## src/pkg/dacg_pkg.sv

```systemverilog
// register map, field layout, reset values and lookup helper of the clock generator register slice
package dacg_pkg;
  localparam logic [7:0]  DACG_ADDR_REVISION   = 8'h00;
  localparam logic [7:0]  DACG_ADDR_DIV_HIGH   = 8'h01;
  localparam logic [7:0]  DACG_ADDR_DIV_LOW    = 8'h02;
  localparam logic [7:0]  DACG_ADDR_CLKGEN     = 8'h03;
  localparam logic [7:0]  DACG_ADDR_PHASE      = 8'h04;
  localparam logic [7:0]  DACG_ADDR_LINES_HIGH = 8'h26;
  localparam logic [7:0]  DACG_ADDR_LINES_LOW  = 8'h27;
  localparam logic [7:0]  DACG_ADDR_TEST_A     = 8'h28;
  localparam logic [7:0]  DACG_ADDR_TEST_B     = 8'h29;
  localparam logic [7:0]  DACG_ADDR_RSVD_A     = 8'h2A;
  localparam logic [7:0]  DACG_ADDR_RSVD_B     = 8'h2B;
  localparam logic [7:0]  DACG_ADDR_OFS_HOLD   = 8'h2C;
  localparam logic [7:0]  DACG_ADDR_TEST_C     = 8'h2D;
  localparam logic [7:0]  DACG_ADDR_TEST_D     = 8'h2E;
  localparam logic [7:0]  DACG_ADDR_GAIN_CTRL  = 8'h3C;
  // field positions
  localparam int          DACG_BAND_LSB        = 6;
  localparam int          DACG_PUMP_LSB        = 3;
  localparam int          DACG_EXT_CLK_BIT     = 2;
  localparam int          DACG_PHASE_LSB       = 3;
  localparam int          DACG_DIV_LOW_LSB     = 4;
  localparam int          DACG_OFS_HOLD_BIT    = 4;
  localparam int          DACG_GAIN_HOLD_BIT   = 3;
  // reset values
  localparam logic [7:0]  DACG_RST_DIV_HIGH    = 8'h69;
  localparam logic [7:0]  DACG_RST_DIV_LOW     = 8'hD0;
  localparam logic [11:0] DACG_RST_DIVISOR     = 12'h69D;
  localparam logic [7:0]  DACG_RST_CLKGEN      = 8'h48;
  localparam logic [7:0]  DACG_RST_PHASE       = 8'h80;
  localparam logic [7:0]  DACG_RST_TEST_A      = 8'hBF;
  localparam logic [7:0]  DACG_RST_TEST_B      = 8'h02;
  localparam logic [7:0]  DACG_RST_OFS_HOLD    = 8'h00;
  localparam logic [7:0]  DACG_RST_TEST_CD     = 8'hF0;
  localparam logic [7:0]  DACG_RST_GAIN_CTRL   = 8'h00;
  localparam logic [7:0]  DACG_ZERO_BYTE       = 8'h00;
  // values software must load into the test registers
  localparam logic [7:0]  DACG_REQ_TEST_A      = 8'hBF;
  localparam logic [7:0]  DACG_REQ_TEST_B      = 8'h02;
  localparam logic [7:0]  DACG_REQ_TEST_C      = 8'hE8;
  localparam logic [7:0]  DACG_REQ_TEST_D      = 8'hE0;
  localparam logic [11:0] DACG_DIV_MIN         = 12'h002;
  localparam logic [2:0]  DACG_GAIN_ON         = 3'h6;
  localparam logic [15:0] DACG_PHASE_STEP_CDEG = 16'h0465;
  localparam logic [7:0]  DACG_REVISION_DFLT   = 8'h5A; // arbitrary value

  // loop filter drive current in microamps per code
  function automatic logic [10:0] dacg_pump_ua(input logic [2:0] code);
    logic [10:0] ua;
    ua = 11'h032;
    case (code)
      3'h0:    ua = 11'h032;
      3'h1:    ua = 11'h064;
      3'h2:    ua = 11'h096;
      3'h3:    ua = 11'h0FA;
      3'h4:    ua = 11'h15E;
      3'h5:    ua = 11'h1F4;
      3'h6:    ua = 11'h2EE;
      default: ua = 11'h5DC;
    endcase
    return ua;
  endfunction : dacg_pump_ua
endpackage : dacg_pkg

```

## src/pkg/dacg_wide_if.sv

```systemverilog
// carrier between the register decoder and the wide-setting latch
`timescale 1ns/1ps
interface dacg_wide_if;
  logic        wr_high;
  logic        wr_low;
  logic [7:0]  wdata;
  logic [7:0]  high_q;
  logic [7:0]  low_q;
  logic [11:0] value;
  logic        commit;
  modport ctrl  (output wr_high, output wr_low, output wdata,
                 input high_q, input low_q, input value, input commit);
  modport latch (input wr_high, input wr_low, input wdata,
                 output high_q, output low_q, output value, output commit);
endinterface : dacg_wide_if

```

## src/logic/dacg_wide_latch.sv

```systemverilog
// 12-bit setting split over two registers, taken into use on the low-part write
`timescale 1ns/1ps
module dacg_wide_latch (
  input  wire logic i_clk_sys,
  input  wire logic i_rstn,
  dacg_wide_if.latch bus
);
  import dacg_pkg::*;

  logic [7:0]  high_r;
  logic [7:0]  low_r;
  logic [11:0] value_r;
  logic        commit_r;
  logic [11:0] cand;

  // candidate uses the new low nibble with the stored high part
  assign cand = {high_r, bus.wdata[7:DACG_DIV_LOW_LSB]};

  always_ff @(posedge i_clk_sys) begin
    if (!i_rstn) begin
      high_r <= DACG_RST_DIV_HIGH;
    end else if (bus.wr_high) begin
      high_r <= bus.wdata;
    end
  end

  always_ff @(posedge i_clk_sys) begin
    if (!i_rstn) begin
      low_r    <= DACG_RST_DIV_LOW;
      value_r  <= DACG_RST_DIVISOR;
      commit_r <= 1'b0;
    end else begin
      commit_r <= 1'b0;
      if (bus.wr_low) begin
        low_r <= {bus.wdata[7:DACG_DIV_LOW_LSB], 4'h0};
        // ratios below the floor are refused, the running one stays
        if (cand >= DACG_DIV_MIN) begin
          value_r  <= cand;
          commit_r <= 1'b1;
        end
      end
    end
  end

  assign bus.high_q = high_r;
  assign bus.low_q  = low_r;
  assign bus.value  = value_r;
  assign bus.commit = commit_r;
endmodule : dacg_wide_latch

```

## src/logic/dacg_config_regs.sv

```systemverilog
// configuration and status register slice of the digitizer clock generator
`timescale 1ns/1ps
module dacg_config_regs #(
  parameter logic [7:0] SILICON_REVISION = dacg_pkg::DACG_REVISION_DFLT // arbitrary value
) (
  input  wire logic        i_clk_sys,
  input  wire logic        i_rstn,
  input  wire logic        i_wr_en,
  input  wire logic        i_rd_en,
  input  wire logic [7:0]  i_addr,
  input  wire logic [7:0]  i_wdata,
  output logic      [7:0]  o_rd_data,
  output logic             o_rd_valid,
  output logic             o_regs_ready,
  input  wire logic [11:0] i_lines_per_frame,
  output logic      [11:0] o_line_clock_divisor,
  output logic             o_divisor_update,
  output logic             o_divisor_in_use,
  output logic      [1:0]  o_oscillator_band_select,
  output logic      [3:0]  o_post_divider_ratio,
  output logic      [2:0]  o_pump_current_code,
  output logic      [10:0] o_pump_current_ua,
  output logic             o_external_pixel_clock_select,
  output logic      [4:0]  o_sampling_phase,
  output logic      [15:0] o_phase_shift_cdeg,
  output logic             o_offset_continuous,
  output logic             o_offset_update_pulse,
  output logic             o_gain_match_enable,
  output logic             o_gain_update_allow,
  output logic             o_test_regs_ok
);
  import dacg_pkg::*;

  dacg_wide_if div_bus ();

  logic       ready_r;
  logic       ofs_seen_r;
  logic [7:0] clkgen_r;
  logic [7:0] phase_r;
  logic [7:0] test_a_r;
  logic [7:0] test_b_r;
  logic [7:0] test_c_r;
  logic [7:0] test_d_r;
  logic [7:0] ofs_hold_r;
  logic [7:0] gain_ctrl_r;
  logic [7:0] rd_data_r;
  logic       rd_valid_r;
  logic [7:0] rd_data_nxt;
  logic       wr_ok;
  logic [2:0] gain_mode;

  // accesses are taken only once every default is in place
  assign wr_ok = i_wr_en && ready_r;

  always_ff @(posedge i_clk_sys) begin
    if (!i_rstn) begin
      ready_r <= 1'b0;
    end else begin
      ready_r <= 1'b1;
    end
  end

  assign div_bus.wr_high = wr_ok && i_addr == DACG_ADDR_DIV_HIGH;
  assign div_bus.wr_low  = wr_ok && i_addr == DACG_ADDR_DIV_LOW;
  assign div_bus.wdata   = i_wdata;

  dacg_wide_latch u_divisor (
    .i_clk_sys (i_clk_sys),
    .i_rstn    (i_rstn),
    .bus       (div_bus)
  );

  // clock generator controls
  always_ff @(posedge i_clk_sys) begin
    if (!i_rstn) begin
      clkgen_r <= DACG_RST_CLKGEN;
    end else if (wr_ok && i_addr == DACG_ADDR_CLKGEN) begin
      clkgen_r <= {i_wdata[7:DACG_EXT_CLK_BIT], 2'h0};
    end
  end

  always_ff @(posedge i_clk_sys) begin
    if (!i_rstn) begin
      phase_r <= DACG_RST_PHASE;
    end else if (wr_ok && i_addr == DACG_ADDR_PHASE) begin
      phase_r <= {i_wdata[7:DACG_PHASE_LSB], 3'h0};
    end
  end

  // test registers; the first two reset to their working values, only the host gives the last two theirs
  always_ff @(posedge i_clk_sys) begin
    if (!i_rstn) begin
      test_a_r <= DACG_RST_TEST_A;
      test_b_r <= DACG_RST_TEST_B;
      test_c_r <= DACG_RST_TEST_CD;
      test_d_r <= DACG_RST_TEST_CD;
    end else if (wr_ok) begin
      if (i_addr == DACG_ADDR_TEST_A) begin
        test_a_r <= i_wdata;
      end
      if (i_addr == DACG_ADDR_TEST_B) begin
        test_b_r <= i_wdata;
      end
      if (i_addr == DACG_ADDR_TEST_C) begin
        test_c_r <= i_wdata;
      end
      if (i_addr == DACG_ADDR_TEST_D) begin
        test_d_r <= i_wdata;
      end
    end
  end

  // offset and gain matching control; other bits stored as written
  always_ff @(posedge i_clk_sys) begin
    if (!i_rstn) begin
      ofs_hold_r  <= DACG_RST_OFS_HOLD;
      gain_ctrl_r <= DACG_RST_GAIN_CTRL;
    end else if (wr_ok) begin
      if (i_addr == DACG_ADDR_OFS_HOLD) begin
        ofs_hold_r <= i_wdata;
      end
      if (i_addr == DACG_ADDR_GAIN_CTRL) begin
        gain_ctrl_r <= i_wdata;
      end
    end
  end

  // one-time offset update: fires once after reset and once per hold-mode write that leaves the continuous bit clear
  always_ff @(posedge i_clk_sys) begin
    if (!i_rstn) begin
      ofs_seen_r            <= 1'b0;
      o_offset_update_pulse <= 1'b0;
    end else begin
      o_offset_update_pulse <= 1'b0;
      if (!ofs_hold_r[DACG_OFS_HOLD_BIT] && !ofs_seen_r) begin
        o_offset_update_pulse <= 1'b1;
        ofs_seen_r            <= 1'b1;
      end
      if (wr_ok && i_addr == DACG_ADDR_OFS_HOLD) begin
        ofs_seen_r <= 1'b0;
      end
    end
  end

  assign gain_mode = gain_ctrl_r[2:0];

  // derived controls, registered so the analog side sees clean levels
  always_ff @(posedge i_clk_sys) begin
    if (!i_rstn) begin
      o_oscillator_band_select      <= DACG_RST_CLKGEN[7:DACG_BAND_LSB];
      o_post_divider_ratio          <= 4'h4;
      o_pump_current_code           <= DACG_RST_CLKGEN[5:DACG_PUMP_LSB];
      o_pump_current_ua             <= dacg_pump_ua(DACG_RST_CLKGEN[5:DACG_PUMP_LSB]);
      o_external_pixel_clock_select <= 1'b0;
      o_divisor_in_use              <= 1'b1;
      o_sampling_phase              <= DACG_RST_PHASE[7:DACG_PHASE_LSB];
      o_phase_shift_cdeg            <= 16'(DACG_RST_PHASE[7:DACG_PHASE_LSB] * DACG_PHASE_STEP_CDEG);
      o_offset_continuous           <= 1'b0;
      o_gain_match_enable           <= 1'b0;
      o_gain_update_allow           <= 1'b0;
      o_test_regs_ok                <= 1'b0;
    end else begin
      o_oscillator_band_select <= clkgen_r[7:DACG_BAND_LSB];
      // post-divider follows the band: lower bands run the oscillator faster
      case (clkgen_r[7:DACG_BAND_LSB])
        2'h0:    o_post_divider_ratio <= 4'h8;
        2'h1:    o_post_divider_ratio <= 4'h4;
        2'h2:    o_post_divider_ratio <= 4'h2;
        default: o_post_divider_ratio <= 4'h1;
      endcase
      o_pump_current_code           <= clkgen_r[5:DACG_PUMP_LSB];
      o_pump_current_ua             <= dacg_pump_ua(clkgen_r[5:DACG_PUMP_LSB]);
      o_external_pixel_clock_select <= clkgen_r[DACG_EXT_CLK_BIT];
      o_divisor_in_use              <= !clkgen_r[DACG_EXT_CLK_BIT];
      o_sampling_phase              <= phase_r[7:DACG_PHASE_LSB];
      o_phase_shift_cdeg            <= 16'(phase_r[7:DACG_PHASE_LSB] * DACG_PHASE_STEP_CDEG);
      o_offset_continuous           <= ofs_hold_r[DACG_OFS_HOLD_BIT];
      o_gain_match_enable           <= gain_mode == DACG_GAIN_ON;
      o_gain_update_allow           <= gain_mode == DACG_GAIN_ON && gain_ctrl_r[DACG_GAIN_HOLD_BIT];
      o_test_regs_ok                <= test_a_r == DACG_REQ_TEST_A && test_b_r == DACG_REQ_TEST_B
                                       && test_c_r == DACG_REQ_TEST_C && test_d_r == DACG_REQ_TEST_D;
    end
  end

  // divisor drives the line clock; external clock mode ignores it downstream
  assign o_line_clock_divisor = div_bus.value;
  assign o_divisor_update     = div_bus.commit;

  // read mux; unmapped and reserved locations read zero
  always_comb begin
    rd_data_nxt = DACG_ZERO_BYTE;
    case (i_addr)
      DACG_ADDR_REVISION:   rd_data_nxt = SILICON_REVISION;
      DACG_ADDR_DIV_HIGH:   rd_data_nxt = div_bus.high_q;
      DACG_ADDR_DIV_LOW:    rd_data_nxt = div_bus.low_q;
      DACG_ADDR_CLKGEN:     rd_data_nxt = clkgen_r;
      DACG_ADDR_PHASE:      rd_data_nxt = phase_r;
      DACG_ADDR_LINES_HIGH: rd_data_nxt = i_lines_per_frame[11:4];
      DACG_ADDR_LINES_LOW:  rd_data_nxt = {i_lines_per_frame[3:0], 4'h0};
      DACG_ADDR_TEST_A:     rd_data_nxt = test_a_r;
      DACG_ADDR_TEST_B:     rd_data_nxt = test_b_r;
      DACG_ADDR_RSVD_A:     rd_data_nxt = DACG_ZERO_BYTE;
      DACG_ADDR_RSVD_B:     rd_data_nxt = DACG_ZERO_BYTE;
      DACG_ADDR_OFS_HOLD:   rd_data_nxt = ofs_hold_r;
      DACG_ADDR_TEST_C:     rd_data_nxt = test_c_r;
      DACG_ADDR_TEST_D:     rd_data_nxt = test_d_r;
      DACG_ADDR_GAIN_CTRL:  rd_data_nxt = gain_ctrl_r;
      default:              rd_data_nxt = DACG_ZERO_BYTE;
    endcase
  end

  always_ff @(posedge i_clk_sys) begin
    if (!i_rstn) begin
      rd_data_r  <= DACG_ZERO_BYTE;
      rd_valid_r <= 1'b0;
    end else begin
      rd_valid_r <= i_rd_en && ready_r;
      if (i_rd_en && ready_r) begin
        rd_data_r <= rd_data_nxt;
      end
    end
  end

  assign o_rd_data    = rd_data_r;
  assign o_rd_valid   = rd_valid_r;
  assign o_regs_ready = ready_r;
endmodule : dacg_config_regs

```

## config.mk

```make
export PLATFORM = sky130hd
export DESIGN_NAME = dacg_config_regs
export DESIGN_NICKNAME = d
export VERILOG_FILES = /design/src/pkg/dacg_pkg.sv /design/src/pkg/dacg_wide_if.sv /design/src/logic/dacg_wide_latch.sv /design/src/logic/dacg_config_regs.sv
export SDC_FILE = /design/constraint.sdc
export NUM_CORES = 1
export LEC_CHECK = 0
export BUFFER_PORTS_ARGS = -buffer_cell sky130_fd_sc_hd__buf_2
export CAP_MARGIN = 40
export CORE_AREA = 2 2 141 157
export DETAILED_ROUTE_END_ITERATION = 16
export DIE_AREA = 0 0 143 159
export GPL_TIMING_DRIVEN = 1
export SYNTH_ARGS = -nofsm -noshare
export SYNTH_HDL_FRONTEND = slang
export SYNTH_SLANG_ARGS = --single-unit
export TNS_END_PERCENT = 20
```

## constraint.sdc

```tcl
create_clock -name i_clk_sys -period 6.7 [get_ports i_clk_sys]
set_clock_uncertainty 0.1 [all_clocks]
set_input_delay 0 -clock i_clk_sys [delete_from_list [all_inputs] [get_ports i_clk_sys]]
set_output_delay 0 -clock i_clk_sys [all_outputs]
set_load 0.05 [all_outputs]
```

# [Yosys cells after proc, flatten, opt, wreduce, memory -nomap -nowiden]
# Index checks and enable logic that the tools add are counted.
[totals] elab_cells=90 register_bits=143 out_inout_bits=71 input_bits=32
[classes] multipliers=1 mux=6 magnitude_cmp=1 bitwise_logic=1 eq_ne=25 reduce_logical=27
[op_table] cell="$pmux 8 s13" n=1
[op_table] cell="$pmux 11 s7" n=1
[op_table] cell="$eq 8x6->1 const B" n=8
[op_table] cell="$eq 8x2->1 const B" n=3
[op_table] cell="$eq 8x8->1 const B" n=3
[op_table] cell="$mul 5x11->16 const B" n=1
[op_table] cell="$reduce_and 2->1" n=8
[op_table] cell="$eq 3x3->1 const B" n=4
[op_table] cell="$ge 12x2->1 const B" n=1
[op_table] cell="$logic_and 1x1->1" n=12
[op_table] cell="$pmux 4 s3" n=1
[op_table] cell="$eq 8x1->1 const B" n=1
[op_table] cell="$eq 8x3->1 const B" n=1
[op_table] cell="$logic_not 8->1" n=1
[op_table] cell="$eq 3x2->1 const B" n=2
[op_table] cell="$eq 3x1->1 const B" n=1
[op_table] cell="$logic_not 1->1" n=3
[op_table] cell="$logic_not 3->1" n=1
[op_table] cell="$mux 1" n=3
[op_table] cell="$eq 2x1->1 const B" n=1
[op_table] cell="$eq 2x2->1 const B" n=1
[op_table] cell="$logic_not 2->1" n=1
[op_table] cell="$reduce_or 2->1" n=1
[op_table] cell="$not 1->1" n=1

# [Depth between registers and ports, before layout]
# Gate-level depths: netlist (run 1).
[logic_depth] word_depth=4 ltp_mapped=11 depth_no_buf=11

# [Hierarchy]
# A second synthesis (run 1) with hierarchy kept.
[hier_totals] hier_cells=690 hier_area_um2=6536.3
[modules_own_cells] mod="dacg_config_regs" n_inst=1 seq_area_each_um2=2302.2 area_per_inst_um2=5586.6 cells_each=597
[modules_own_cells] mod="dacg_wide_latch" n_inst=1 seq_area_each_um2=500.5 area_per_inst_um2=949.7 cells_each=93

# [Least setup slack after synthesis (run 1)]
# Ideal clock, no wire load.
[synth_path] path_kind="reg2reg" startpoint="reg phase_r[6]" endpoint="reg o_phase_shift_cdeg[14]" n_path_buf=0 setup_time_ps=137 stages_incl_launch_ff=12 period_less_slack_ps=2618 t_required_ps=6463 path_slack_ps=4082 arrival_ps=2381 path_cell_list="dfxtp_1 -> inv_1 -> ha_1 -> inv_1 -> ha_1 -> fa_1 -> ha_1 -> and3_1 -> and3_1 -> a21oi_1 -> a21o_1 -> nand3_1"
[synth_between] elab_chain_cells=1
[synth_rtl] item="from (decl)" line="dacg_config_regs.sv:39" source="logic [7:0] phase_r;"
[synth_rtl] item="from (signal assigned)" line="dacg_config_regs.sv:86" source="phase_r <= {i_wdata[7:DACG_PHASE_LSB], 3'h0};"
[synth_rtl] item="$mul 5x11->16" line="dacg_config_regs.sv:176" source="o_phase_shift_cdeg <= 16'(phase_r[7:DACG_PHASE_LSB] * DACG_PHASE_STEP_CDEG);"
[synth_rtl] item="to (signal assigned)" line="dacg_config_regs.sv:157" source="o_phase_shift_cdeg <= 16'(DACG_RST_PHASE[7:DACG_PHASE_LSB] * DACG_PHASE_STEP_CDEG);"
[synth_rtl] item="to (signal assigned)" line="dacg_config_regs.sv:176"
[synth_rtl] item="to (decl)" line="dacg_config_regs.sv:25" source="output logic [15:0] o_phase_shift_cdeg,"
# Every way passes these cells.
# A chain may end at the register's enable or synchronous reset.

# [Worst setup path after layout (run 1)]
[layout_path] startpoint="reg phase_r[7]" endpoint="reg o_phase_shift_cdeg[12]"
# The elaborated chain is that of the path after synthesis.

==> impl_metrics.csv, run 1 <==
group,metric,value,unit
outcome,outcome,"completed",
clocking,clock_latency,430,ps
detailed_routing,ant_nets,0,
power_and_ir_drop,powerDensity,248,nW/um^2
synthesis,synth_top_area_share,45.0,%
final_layout,final_cell_mix,"140 x dfxtp_1, 101 x buf_2, 87 x nand2_1",
final_layout,fin_nets,819,
synthesis,async_reset_ff_share,0,%
flow_run,max_cap_violations,0,
global_routing,grt_pass1_wl,29.0,mm
timing,fin_crit_sh,44.2,%
power_and_ir_drop,switching_share,22.8,%
detailed_routing,firstDrtPassIters,5,
synthesis,yosysSeqAreaShare,45.0,%
placed_design,port-buffer-count,101,
critical_path,critPathKind,"reg -> reg",
die,start_util,29.6,%
power_and_ir_drop,p_leak,3.36,nW
clocking,clock-sinks,140,
global_routing,grt-ovfl-total,0,
die,fp.dieH,159,um
final_layout,final_util,36.4,%
critical_path,start_kind,"flip-flop",
clocking,clkTransAtPathRegs,60,ps
final_layout,syn_to_final_growth,23.1,%
worst_hold_path,min_path_type,"in -> reg",
timing,fin_ws,3740,ps
power_and_ir_drop,p_clk_share,51.4,%
global_routing,antenna_found_initial,0,
timing,finalSetupViolations,0,
clocking,root_buffer,"clkbuf_16",
final_layout,final_common_cell,"dfxtp_1",
detailed_routing,wl_per_cell,17.5,um
final_layout,drive_above_1_share,20.2,%
timing,hold_slack,6.47,ps
critical_path,cp_max_fo,9,
timing,worst_slew_pin_slew,794,ps
critical_path,endpoint_kind,"flip-flop",
timing,relSlewSlack,46.7,%
detailed_routing,avgViaCountPerCell,4.95,
critical_path,crit_arrival,3230,ps
placed_design,post-place-ws,3790,ps
placed_design,place_congestion,0.943,
clocking,postCtsHoldBufs,10,
power_and_ir_drop,pwr-share-seq,44.0,%
detailed_routing,drtIter0Drc,361,
critical_path,cp.required,6970,ps
synthesis,yosys_register_bits,140,
synthesis,yosys.area.top_type,"dfxtp_1",
power_and_ir_drop,switchingPower,434,uW
power_and_ir_drop,finalPower,1.90,mW
timing,drv_slew,0,
synthesis,synth_area,6230,sq um
global_routing,track_usage,16.6,%
detailed_routing,dr_total_vias,5272,
timing,period_minus_slack,2960,ps
global_routing,grt_pass1_vias,5103,
synthesis,synth_cell_types,63,
die,die_area,22700,sq um
synthesis,synthCells,669,
detailed_routing,drt-total-wl,18.7,mm
power_and_ir_drop,p_comb_share,4.6,%
final_layout,num_antenna_cells,0,
detailed_routing,drc_errors,0,
die,core,21100,sq um
synthesis,avgSynthCellArea,9.32,sq um
clocking,cts_buffer_depth,2,
timing,setup_tns,0,ps
power_and_ir_drop,ir_drop,0.127,mV
die,die_x,143,um
clocking,cts_setup_buffers,0,
clocking,cts-htree-levels,4,
synthesis,synth_area_leaders,"dfxtp_1 45%, mux2i_1 12%, nand2_1 5.2%",
synthesis,synth-edff-count,0,
global_routing,grt_max_degree,70,
timing,max_freq,338,MHz
placed_design,dp_hpwl,13.3,mm
die,ioPinCount,103,
clocking,cts_made_buffers,17,
clocking,cts_resized,0,
synthesis,synth-main-ff-cell,"dfxtp_1",
timing,final-hold-violation-count,0,
synthesis,ys_warn_count,0,
timing,rsz0062_at_grt,"no",
synthesis,synth_nets,727,
power_and_ir_drop,p_int,1.47,mW
clocking,cts_tree,"built",
die,fp-row-count,56,
## metrics by stage
stage               cells  area (sq um)
finish               1064          7670
global route         1064          7670
CTS                  1064          7670
detailed placement   1022          6960
global placement     1022          6960
floorplan             669          6230
## worst max-delay path, cell delays in order, from the launching register on
cell and delay (ps):
dfxtp_1 520, ha_1 220, ha_1 230, ha_1 280, ha_1 350, a31oi_1 160
o21ai_0 380, nand3_1 150, or4_1 420, nand3_1 90
## cell families (layout without fill, tap and decap cells)
family | count (synthesis) | count (layout) | share of synthesized area (%)
adders and majority gates | 26 | 26 | 5.46
xor gates and xnor gates | 9 | 9 | 1.26
other | 1 | 1 | 0.0602
DFF | 140 | 140 | 45.0
and+or+nand+nor | 269 | 269 | 21.7
AOI/OAI and AO/OA | 93 | 93 | 10.4
buffers and inverters | 53 | 158 | 3.53
muxes | 78 | 78 | 12.6
## final timing paths
check                          start                                end  cells past startpoint  slack [ps]
max reg2reg  phase_r[7]$_SDFFE_PN1P_  o_phase_shift_cdeg[12]$_SDFF_PN0_                      9        3740
min             i_lines_per_frame[7]          o_rd_data[3]$_SDFFE_PN0P_                      4           6
max          phase_r[7]$_SDFFE_PN1P_  o_phase_shift_cdeg[12]$_SDFF_PN0_                      9        3740
min reg2reg  ofs_seen_r$_SDFFE_PP0P_   o_offset_update_pulse$_SDFF_PN0_                      1         340
## per-layer routing
metal	up-vias	track usage [%]	routed length, um
met5	-	0	0
met4	0	7.20	630
met3	39	3.70	1120
met2	206	27.2	8840
met1	2471	20.7	8080
li1	2556	-	-
## sequential cells by signal, summed over array words and instances, names as in the netlist, 5 cells and up
register              flops
o_phase_shift_cdeg       14
u_divisor.bus.value      12
o_pump_current_ua        10
gain_ctrl_r               8
o_rd_data                 8
ofs_hold_r                8
test_a_r                  8
test_b_r                  8
test_c_r                  8
test_d_r                  8
u_divisor.bus.high_q      8
clkgen_r                  6
o_sampling_phase          5
phase_r                   5
## power groups by stage
stage / clock, mW / sequential (mW) / combinational (mW)
2_1_floorplan: 0 / 0.857 / 0.0450
3_3_place_gp: 0 / 0.854 / 0.0823
3_5_place_dp: 0 / 0.854 / 0.0828
4_1_cts: 0.991 / 0.835 / 0.0873
5_1_grt: 1.03 / 0.835 / 0.0933
6_report: 0.977 / 0.835 / 0.0876
## synth_stat cells (8+ instances only)
cell type  number
inv_1           9
and3_1         12
mux2i_1        72
nand4_1         9
o21ai_0        16
clkbuf_1       30
a211oi_1        8
nand3_1        25
nand2_1        87
a22oi_1        10
nor3_1         10
a21oi_1        13
ha_1           24
buf_2           8
dfxtp_1       140
nor2_1         70
and2_1         11
## layout make-up
class	count	area, sq um
Clock inverter	13	164
Clock buffer	19	453
Tap cell	290	363
Multi-Input combinational cell	476	3210
Inverter	10	37.5
Timing Repair Buffer	116	643
Sequential cell	140	2800
Fill cell	2165	13400
Note: power is estimated with default switching activity, not from simulation.
==> run 2: changes to the inputs <==
==> constraint.sdc (replaced) <==
create_clock -name i_clk_sys -period 2.48 [get_ports i_clk_sys]
set_clock_uncertainty 0.1 [all_clocks]
set_input_delay 0 -clock i_clk_sys [delete_from_list [all_inputs] [get_ports i_clk_sys]]
set_output_delay 0 -clock i_clk_sys [all_outputs]
set_load 0.05 [all_outputs]
==> run 2 against run 1 <==
  * Clock-buffer cell count is 3 higher
  * Sequential power rose to 2.7 times the previous value
  * Setup slack got worse by 3700 ps
  * Highest routed layer unchanged
  * Largest power group unchanged
  * Via count rose by 3.8%
==> impl_metrics.csv, run 2 (synthesis results as in run 1) <==
group,metric,value,unit
timing,max_freq,404,MHz
placed_design,place_congestion,0.952,
outcome,outcome,"completed",
power_and_ir_drop,powerDensity,611,nW/um^2
final_layout,layout.cells.non_filler,1105,
critical_path,endpoint_kind,"flip-flop",
detailed_routing,drc_errors,0,
critical_path,crit_start,"phase_r[7]$_SDFFE_PN1P_",
critical_path,path_cells,"ha_4 > ha_4 > fa_1 > ha_4 > inv_4 > o21ai_4 > nand3_2 > or4_1 > nand3_1",
timing,rsz0062_at_grt,"yes",
placed_design,dp_cells,1055,
global_routing,track_usage,17.1,%
global_routing,antenna_found_initial,0,
power_and_ir_drop,p_leak,3.53,nW
critical_path,cp.required,2750,ps
placed_design,port-buffer-count,101,
timing,relSlewSlack,60.9,%
final_layout,final_util,38.9,%
detailed_routing,dr_total_vias,5473,
critical_path,path_buf_inv,1,
timing,finalSetupViolations,0,
critical_path,start_kind,"flip-flop",
global_routing,grt-ovfl-total,0,
final_layout,num_antenna_cells,0,
clocking,clock_latency,430,ps
clocking,clkTransAtPathRegs,50,ps
power_and_ir_drop,switching_share,22.9,%
power_and_ir_drop,p_comb_share,5.0,%
die,ioPinCount,103,
global_routing,grt_pass1_wl,29.9,mm
global_routing,grt_max_degree,33,
critical_path,cpMaxStageDelayCell,"fa_1",
detailed_routing,drt-total-wl,19.4,mm
clocking,cts_made_buffers,17,
worst_hold_path,min_path_type,"in -> reg",
final_layout,largest-register,"o_phase_shift_cdeg",
clocking,root_buffer,"clkbuf_16",
timing,period_minus_slack,2470,ps
critical_path,critPathKind,"reg -> reg",
power_and_ir_drop,p_int,3.86,mW
die,die_area,22700,sq um
clocking,cts-htree-levels,4,
critical_path,cp_max_fo,5,
power_and_ir_drop,ir_drop,0.343,mV
clocking,cts_tree,"built",
power_and_ir_drop,finalPower,5.01,mW
critical_path,path_delay_family,"adder cells",
die,fp-row-count,56,
die,fp.dieH,159,um
detailed_routing,ant_nets,0,
worst_hold_path,hold_path_startpoint,"i_addr[1]",
die,die_x,143,um
power_and_ir_drop,p_clk_share,49.9,%
detailed_routing,wl_per_cell,17.5,um
final_layout,drive_above_1_share,27.4,%
flow_run,max_cap_violations,0,
timing,worst_slew_pin_slew,586,ps
power_and_ir_drop,switchingPower,1.14,mW
detailed_routing,avgViaCountPerCell,4.95,
die,core,21100,sq um
final_layout,final_cell_mix,"138 x dfxtp_1, 101 x buf_2, 86 x nand2_1",
final_layout,largest_reg_flops,14,
final_layout,syn_to_final_growth,31.5,%
final_layout,final_common_cell,"dfxtp_1",
critical_path,crit_arrival,2740,ps
power_and_ir_drop,pwr-share-seq,45.0,%
critical_path,worst_r2r_startpoint,"phase_r[7]$_SDFFE_PN1P_",
detailed_routing,firstDrtPassIters,5,
critical_path,crit_top_cell,"ha_4",
critical_path,critical_path.max_stage_delay,480,ps
detailed_routing,drtIter0Drc,369,
timing,setup_tns,0,ps
global_routing,grt_pass1_vias,5330,
final_layout,fin_nets,861,
placed_design,dp_hpwl,13.9,mm
clocking,clock-sinks,140,
timing,fin_crit_sh,99.7,%
die,start_util,29.6,%
timing,final-hold-violation-count,0,
timing,drv_slew,0,
clocking,cts_buffer_depth,2,
## run 2: cell types whose count changed in the layout (fill, tap and decap cells not counted), sizes merged
cell	delta
clkbuf	+3
bufinv	-1
clkinv	-2
buf	+40
dlygate4sd3	+2
inv	-1
## run 2: final cells by class
cell class                      instances  area, sq um
Fill cell                            2088        12900
Multi-Input combinational cell        476         3430
Sequential cell                       140         2810
Timing Repair Buffer                  158          975
Clock buffer                           22          464
Tap cell                              290          363
Clock inverter                          9          113
Inverter                               10         40.0
## run 2: repair_timing
| item | CTS | global route |
|---|---|---|
| hold buffers | 12 | 0 |
| endpoints found under the setup margin | 7 | 6 |
| pin swaps | 9 | 17 |
| resized for setup | 15 | 27 |
| buffers inserted | 3 | 4 |
| endpoints found under the hold margin | 90 | 0 |
## run 2: worst min-delay path, delay by kind of cell
kind	cells	cell delay [ps]
buffers and inverters	1	190
multiplexers	1	110
AND/OR/NAND/NOR	3	230
## run 2: final timing paths
| path | cells after the start | slack (ps) | to |
|---|---|---|---|
| worst min register to register | 1 | 320 | o_offset_update_pulse$_SDFF_PN0_ |
| worst max-delay path | 9 | 7 | o_phase_shift_cdeg[12]$_SDFF_PN0_ |
| worst max register to register | 9 | 7 | o_phase_shift_cdeg[12]$_SDFF_PN0_ |
| worst min-delay path | 5 | 40 | clkgen_r[2]$_SDFFE_PN0P_ |
## run 2: through the flow
stage                     setup slack (ps)  hold slack [ps]  cell area [sq um]
after floorplan                      -24.5            -72.3               6240
after global placement                -131              239               7210
after detailed placement              -158              242               7210
after CTS                             15.7             22.2               8020
after global routing                 -83.0             90.3               8190
final                                 6.54             41.8               8190
## run 2: power groups by stage
stage / combinational [mW] / clock (mW) / sequential (mW)
final: 0.252 / 2.50 / 2.26
after detailed placement: 0.234 / 0 / 2.31
after global placement: 0.233 / 0 / 2.31
after global routing: 0.267 / 2.65 / 2.25
after floorplan: 0.122 / 0 / 2.31
after CTS: 0.250 / 2.55 / 2.26
## run 2: per-layer routing
metal	vias to the layer above	global-route usage, %	part of all wire [%]
met5	-	0	0
met4	0	9.14	3.7
met3	44	3.70	5.5
met2	187	27.8	49
met1	2615	21.1	42
li1	2627	-	-
==> run 3: changes to the inputs <==
--- a/config.mk
+++ b/config.mk
@@ -7,11 +7,12 @@
 export LEC_CHECK = 0
 export BUFFER_PORTS_ARGS = -buffer_cell sky130_fd_sc_hd__buf_2
 export CAP_MARGIN = 40
-export CORE_AREA = 2 2 141 157
+export CORE_AREA = 2 2 144 160
 export DETAILED_ROUTE_END_ITERATION = 16
-export DIE_AREA = 0 0 143 159
+export DIE_AREA = 0 0 146 162
 export GPL_TIMING_DRIVEN = 1
 export SYNTH_ARGS = -nofsm -noshare
 export SYNTH_HDL_FRONTEND = slang
+export SYNTH_HIERARCHICAL = 1
 export SYNTH_SLANG_ARGS = --single-unit
 export TNS_END_PERCENT = 20
==> run 3 against run 2 <==
  * The flow now finishes with violations (negative setup slack)
  * Critical endpoint is now o_phase_shift_cdeg[13]$_SDFF_PN0_
  * Clock-buffer cell count down 1
  * Routed wire length up 0.68%
  * Power up 3.1%
  * Highest routed layer unchanged
  * Via count up 2.6%
  * Register-to-register slack worse by 170 ps
  * Combinational power up 2%
  * Sequential share of layout area down 1.2 points
==> impl_metrics.csv, run 3 <==
group,metric,value,unit
outcome,outcome,"finished, violations left",
outcome,violations,"negative setup slack",
die,fp.dieH,162,um
final_layout,largest-register,"o_phase_shift_cdeg",
timing,rsz0062_at_grt,"yes",
clocking,clock-sinks,140,
detailed_routing,ant_nets,0,
placed_design,port-buffer-count,101,
synthesis,synth_top_area_share,42.9,%
clocking,clkTransAtPathRegs,60,ps
die,die_x,146,um
final_layout,final_util,38.7,%
timing,fin_crit_sh,107,%
final_layout,num_antenna_cells,0,
synthesis,synth-edff-count,0,
clocking,root_buffer,"clkbuf_16",
worst_hold_path,min_path_type,"in -> reg",
synthesis,synth-main-ff-cell,"dfxtp_1",
final_layout,final_cell_mix,"136 x dfxtp_1, 101 x buf_2, 77 x nand2_1",
detailed_routing,drt-total-wl,19.5,mm
synthesis,yosys.area.top_type,"dfxtp_1",
critical_path,path_cells,"ha_4 > ha_4 > fa_1 > ha_2 > a211o_1 > a2111oi_4 > o31ai_2 > xnor2_1 > and2_1",
timing,drv_slew,0,
critical_path,critical_path.max_stage_delay,450,ps
die,ioPinCount,103,
clocking,cts_setup_buffers,0,
critical_path,start_kind,"flip-flop",
timing,hold_slack,14.9,ps
final_layout,nFillCells,2239,
final_layout,layout.cells.non_filler,1138,
global_routing,track_usage,16.5,%
clocking,clock_latency,430,ps
synthesis,yosysMostFrequentCell,"dfxtp_1",
timing,worst_slew_pin_slew,550,ps
final_layout,drive_above_1_share,27.4,%
synthesis,synthCells,690,
synthesis,ys_warn_count,6,
final_layout,fin_nets,889,
die,die_area,23700,sq um
synthesis,yosysSeqAreaShare,42.9,%
critical_path,cp_max_fo,3,
timing,final-hold-violation-count,0,
final_layout,largest_reg_flops,14,
critical_path,crit_arrival,2870,ps
synthesis,synth_area,6540,sq um
synthesis,ys_top_cells_by_count,"140 x dfxtp_1, 78 x nand2_1, 56 x mux2i_1",
timing,finalSetupViolations,6,
placed_design,dp_hpwl,13.9,mm
die,core,22000,sq um
timing,period_minus_slack,2640,ps
clocking,cts_made_buffers,17,
clocking,cts-htree-levels,4,
final_layout,syn_to_final_growth,30.0,%
global_routing,grt_pass1_vias,5438,
power_and_ir_drop,ir_drop,0.403,mV
synthesis,synth_area_leaders,"dfxtp_1 43%, mux2i_1 8.6%, ha_1 4.6%",
global_routing,grt_pass1_wl,30.2,mm
clocking,cts_tree,"built",
flow_run,max_cap_violations,0,
detailed_routing,wl_per_cell,17.1,um
placed_design,place_congestion,0.943,
synthesis,async_reset_ff_share,0,%
detailed_routing,dr_total_vias,5615,
die,fp-row-count,57,
die,start_util,29.8,%
final_layout,final_common_cell,"dfxtp_1",
timing,relSlewSlack,63.4,%
critical_path,crit_top_cell,"ha_4",
power_and_ir_drop,finalPower,5.16,mW
placed_design,post-place-ws,-147,ps
synthesis,avgSynthCellArea,9.47,sq um
timing,fin_ws,-164,ps
detailed_routing,drtIter0Drc,390,
detailed_routing,firstDrtPassIters,5,
power_and_ir_drop,powerDensity,608,nW/um^2
timing,max_freq,378,MHz
critical_path,critPathKind,"reg -> reg",
critical_path,endpoint_kind,"flip-flop",
synthesis,yosys_register_bits,140,
power_and_ir_drop,p_leak,3.56,nW
critical_path,cp.required,2700,ps
global_routing,grt_max_degree,58,
synthesis,synth_cell_types,81,
detailed_routing,avgViaCountPerCell,4.93,
global_routing,grt-ovfl-total,0,
clocking,cts_buffer_depth,2,
critical_path,cpMaxStageDelayCell,"a2111oi_4",
global_routing,antenna_found_initial,0,
placed_design,dp_cells,1089,
detailed_routing,drc_errors,0,
==> run 3: cell types whose count changed after synthesis, sizes merged, moves of 6 or more <==
| cell | before | now |
|---|---|---|
| a32oi | 4 | 12 |
| and2 | 11 | 18 |
| clkbuf | 30 | 36 |
| inv | 9 | 22 |
| mux2i | 72 | 56 |
| nand2 | 87 | 78 |
| nor2 | 70 | 25 |
| nor2b | 7 | 43 |
==> run 3: final cells by class <==
class,instances,area (sq um),share of cell area (%)
multi-input cells,482,3570,42.0
flip-flops and latches,140,2810,33.1
repair buffers,167,1050,12.3
clock buffers,21,470,5.54
well taps,295,369,4.34
clock inverters,10,140,1.65
inverters,23,86.3,1.02
==> run 3: power breakdown <==
part | switching, mW | leakage (nW) | total (mW) | internal [mW]
combinational | 0.168 | 2.13 | 0.257 | 0.0899
clock | 0.998 | 0.291 | 2.65 | 1.65
sequential | 0.00222 | 1.13 | 2.25 | 2.25
==> run 3: path summary, 6_finish.rpt <==
kind,start,to,slack [ps],cells after the start
worst min register to register,ofs_seen_r$_SDFFE_PP0P_,o_offset_update_pulse$_SDFF_PN0_,310,1
worst min-delay path,i_lines_per_frame[1],o_rd_data[5]$_SDFFE_PN0P_,10,4
worst max-delay path,phase_r[7]$_SDFFE_PN1P_,o_phase_shift_cdeg[13]$_SDFF_PN0_,-160,9
worst max register to register,phase_r[7]$_SDFFE_PN1P_,o_phase_shift_cdeg[13]$_SDFF_PN0_,-160,9
==> run 3: logic make-up after synthesis <==
| group | count (synthesis) | synth area share, % |
|---|---|---|
| other | 2 | 0.115 |
| adder cells (fa/ha/maj) | 26 | 5.21 |
| AO/OA/AOI/OAI | 110 | 12.9 |
| flip-flops | 140 | 42.9 |
| buffers and inverters | 71 | 4.52 |
| AND/OR/NAND/NOR | 269 | 23.2 |
| XOR/XNOR | 8 | 1.07 |
| multiplexers | 64 | 10.1 |
==> run 3: worst max-delay path: cells and delay by family, from the launching register on <==
family          cells  cell delay (ps)
flops               1              360
compound gates      3              840
simple gates        1              150
fa+ha+maj           4              950
xor+xnor            1              130
==> run 3: repair_timing <==
| action | 4_1_cts | 5_1_grt |
|---|---|---|
| endpoints found under the hold margin | 83 | 0 |
| gates resized for setup | 2 | 3 |
| pin swaps | 3 | 0 |
| setup endpoints to repair | 6 | 7 |
| hold buffers | 18 | 0 |
==> run 3: layer usage <==
layer	GRT usage (%)	vias up	share of wire, %
li1	-	2724	-
met1	21.9	2627	46
met2	25.7	232	45
met3	4.21	32	7.2
met4	6.88	0	2.4
met5	0	-	0
==> run 3: stage by stage <==
step / cell area [sq um] / TNS (ps)
floorplan: 6650 / -175
global placement: 7680 / -353
global route: 8500 / -1350
detailed placement: 7680 / -511
finish: 8500 / -554
CTS: 8480 / -562
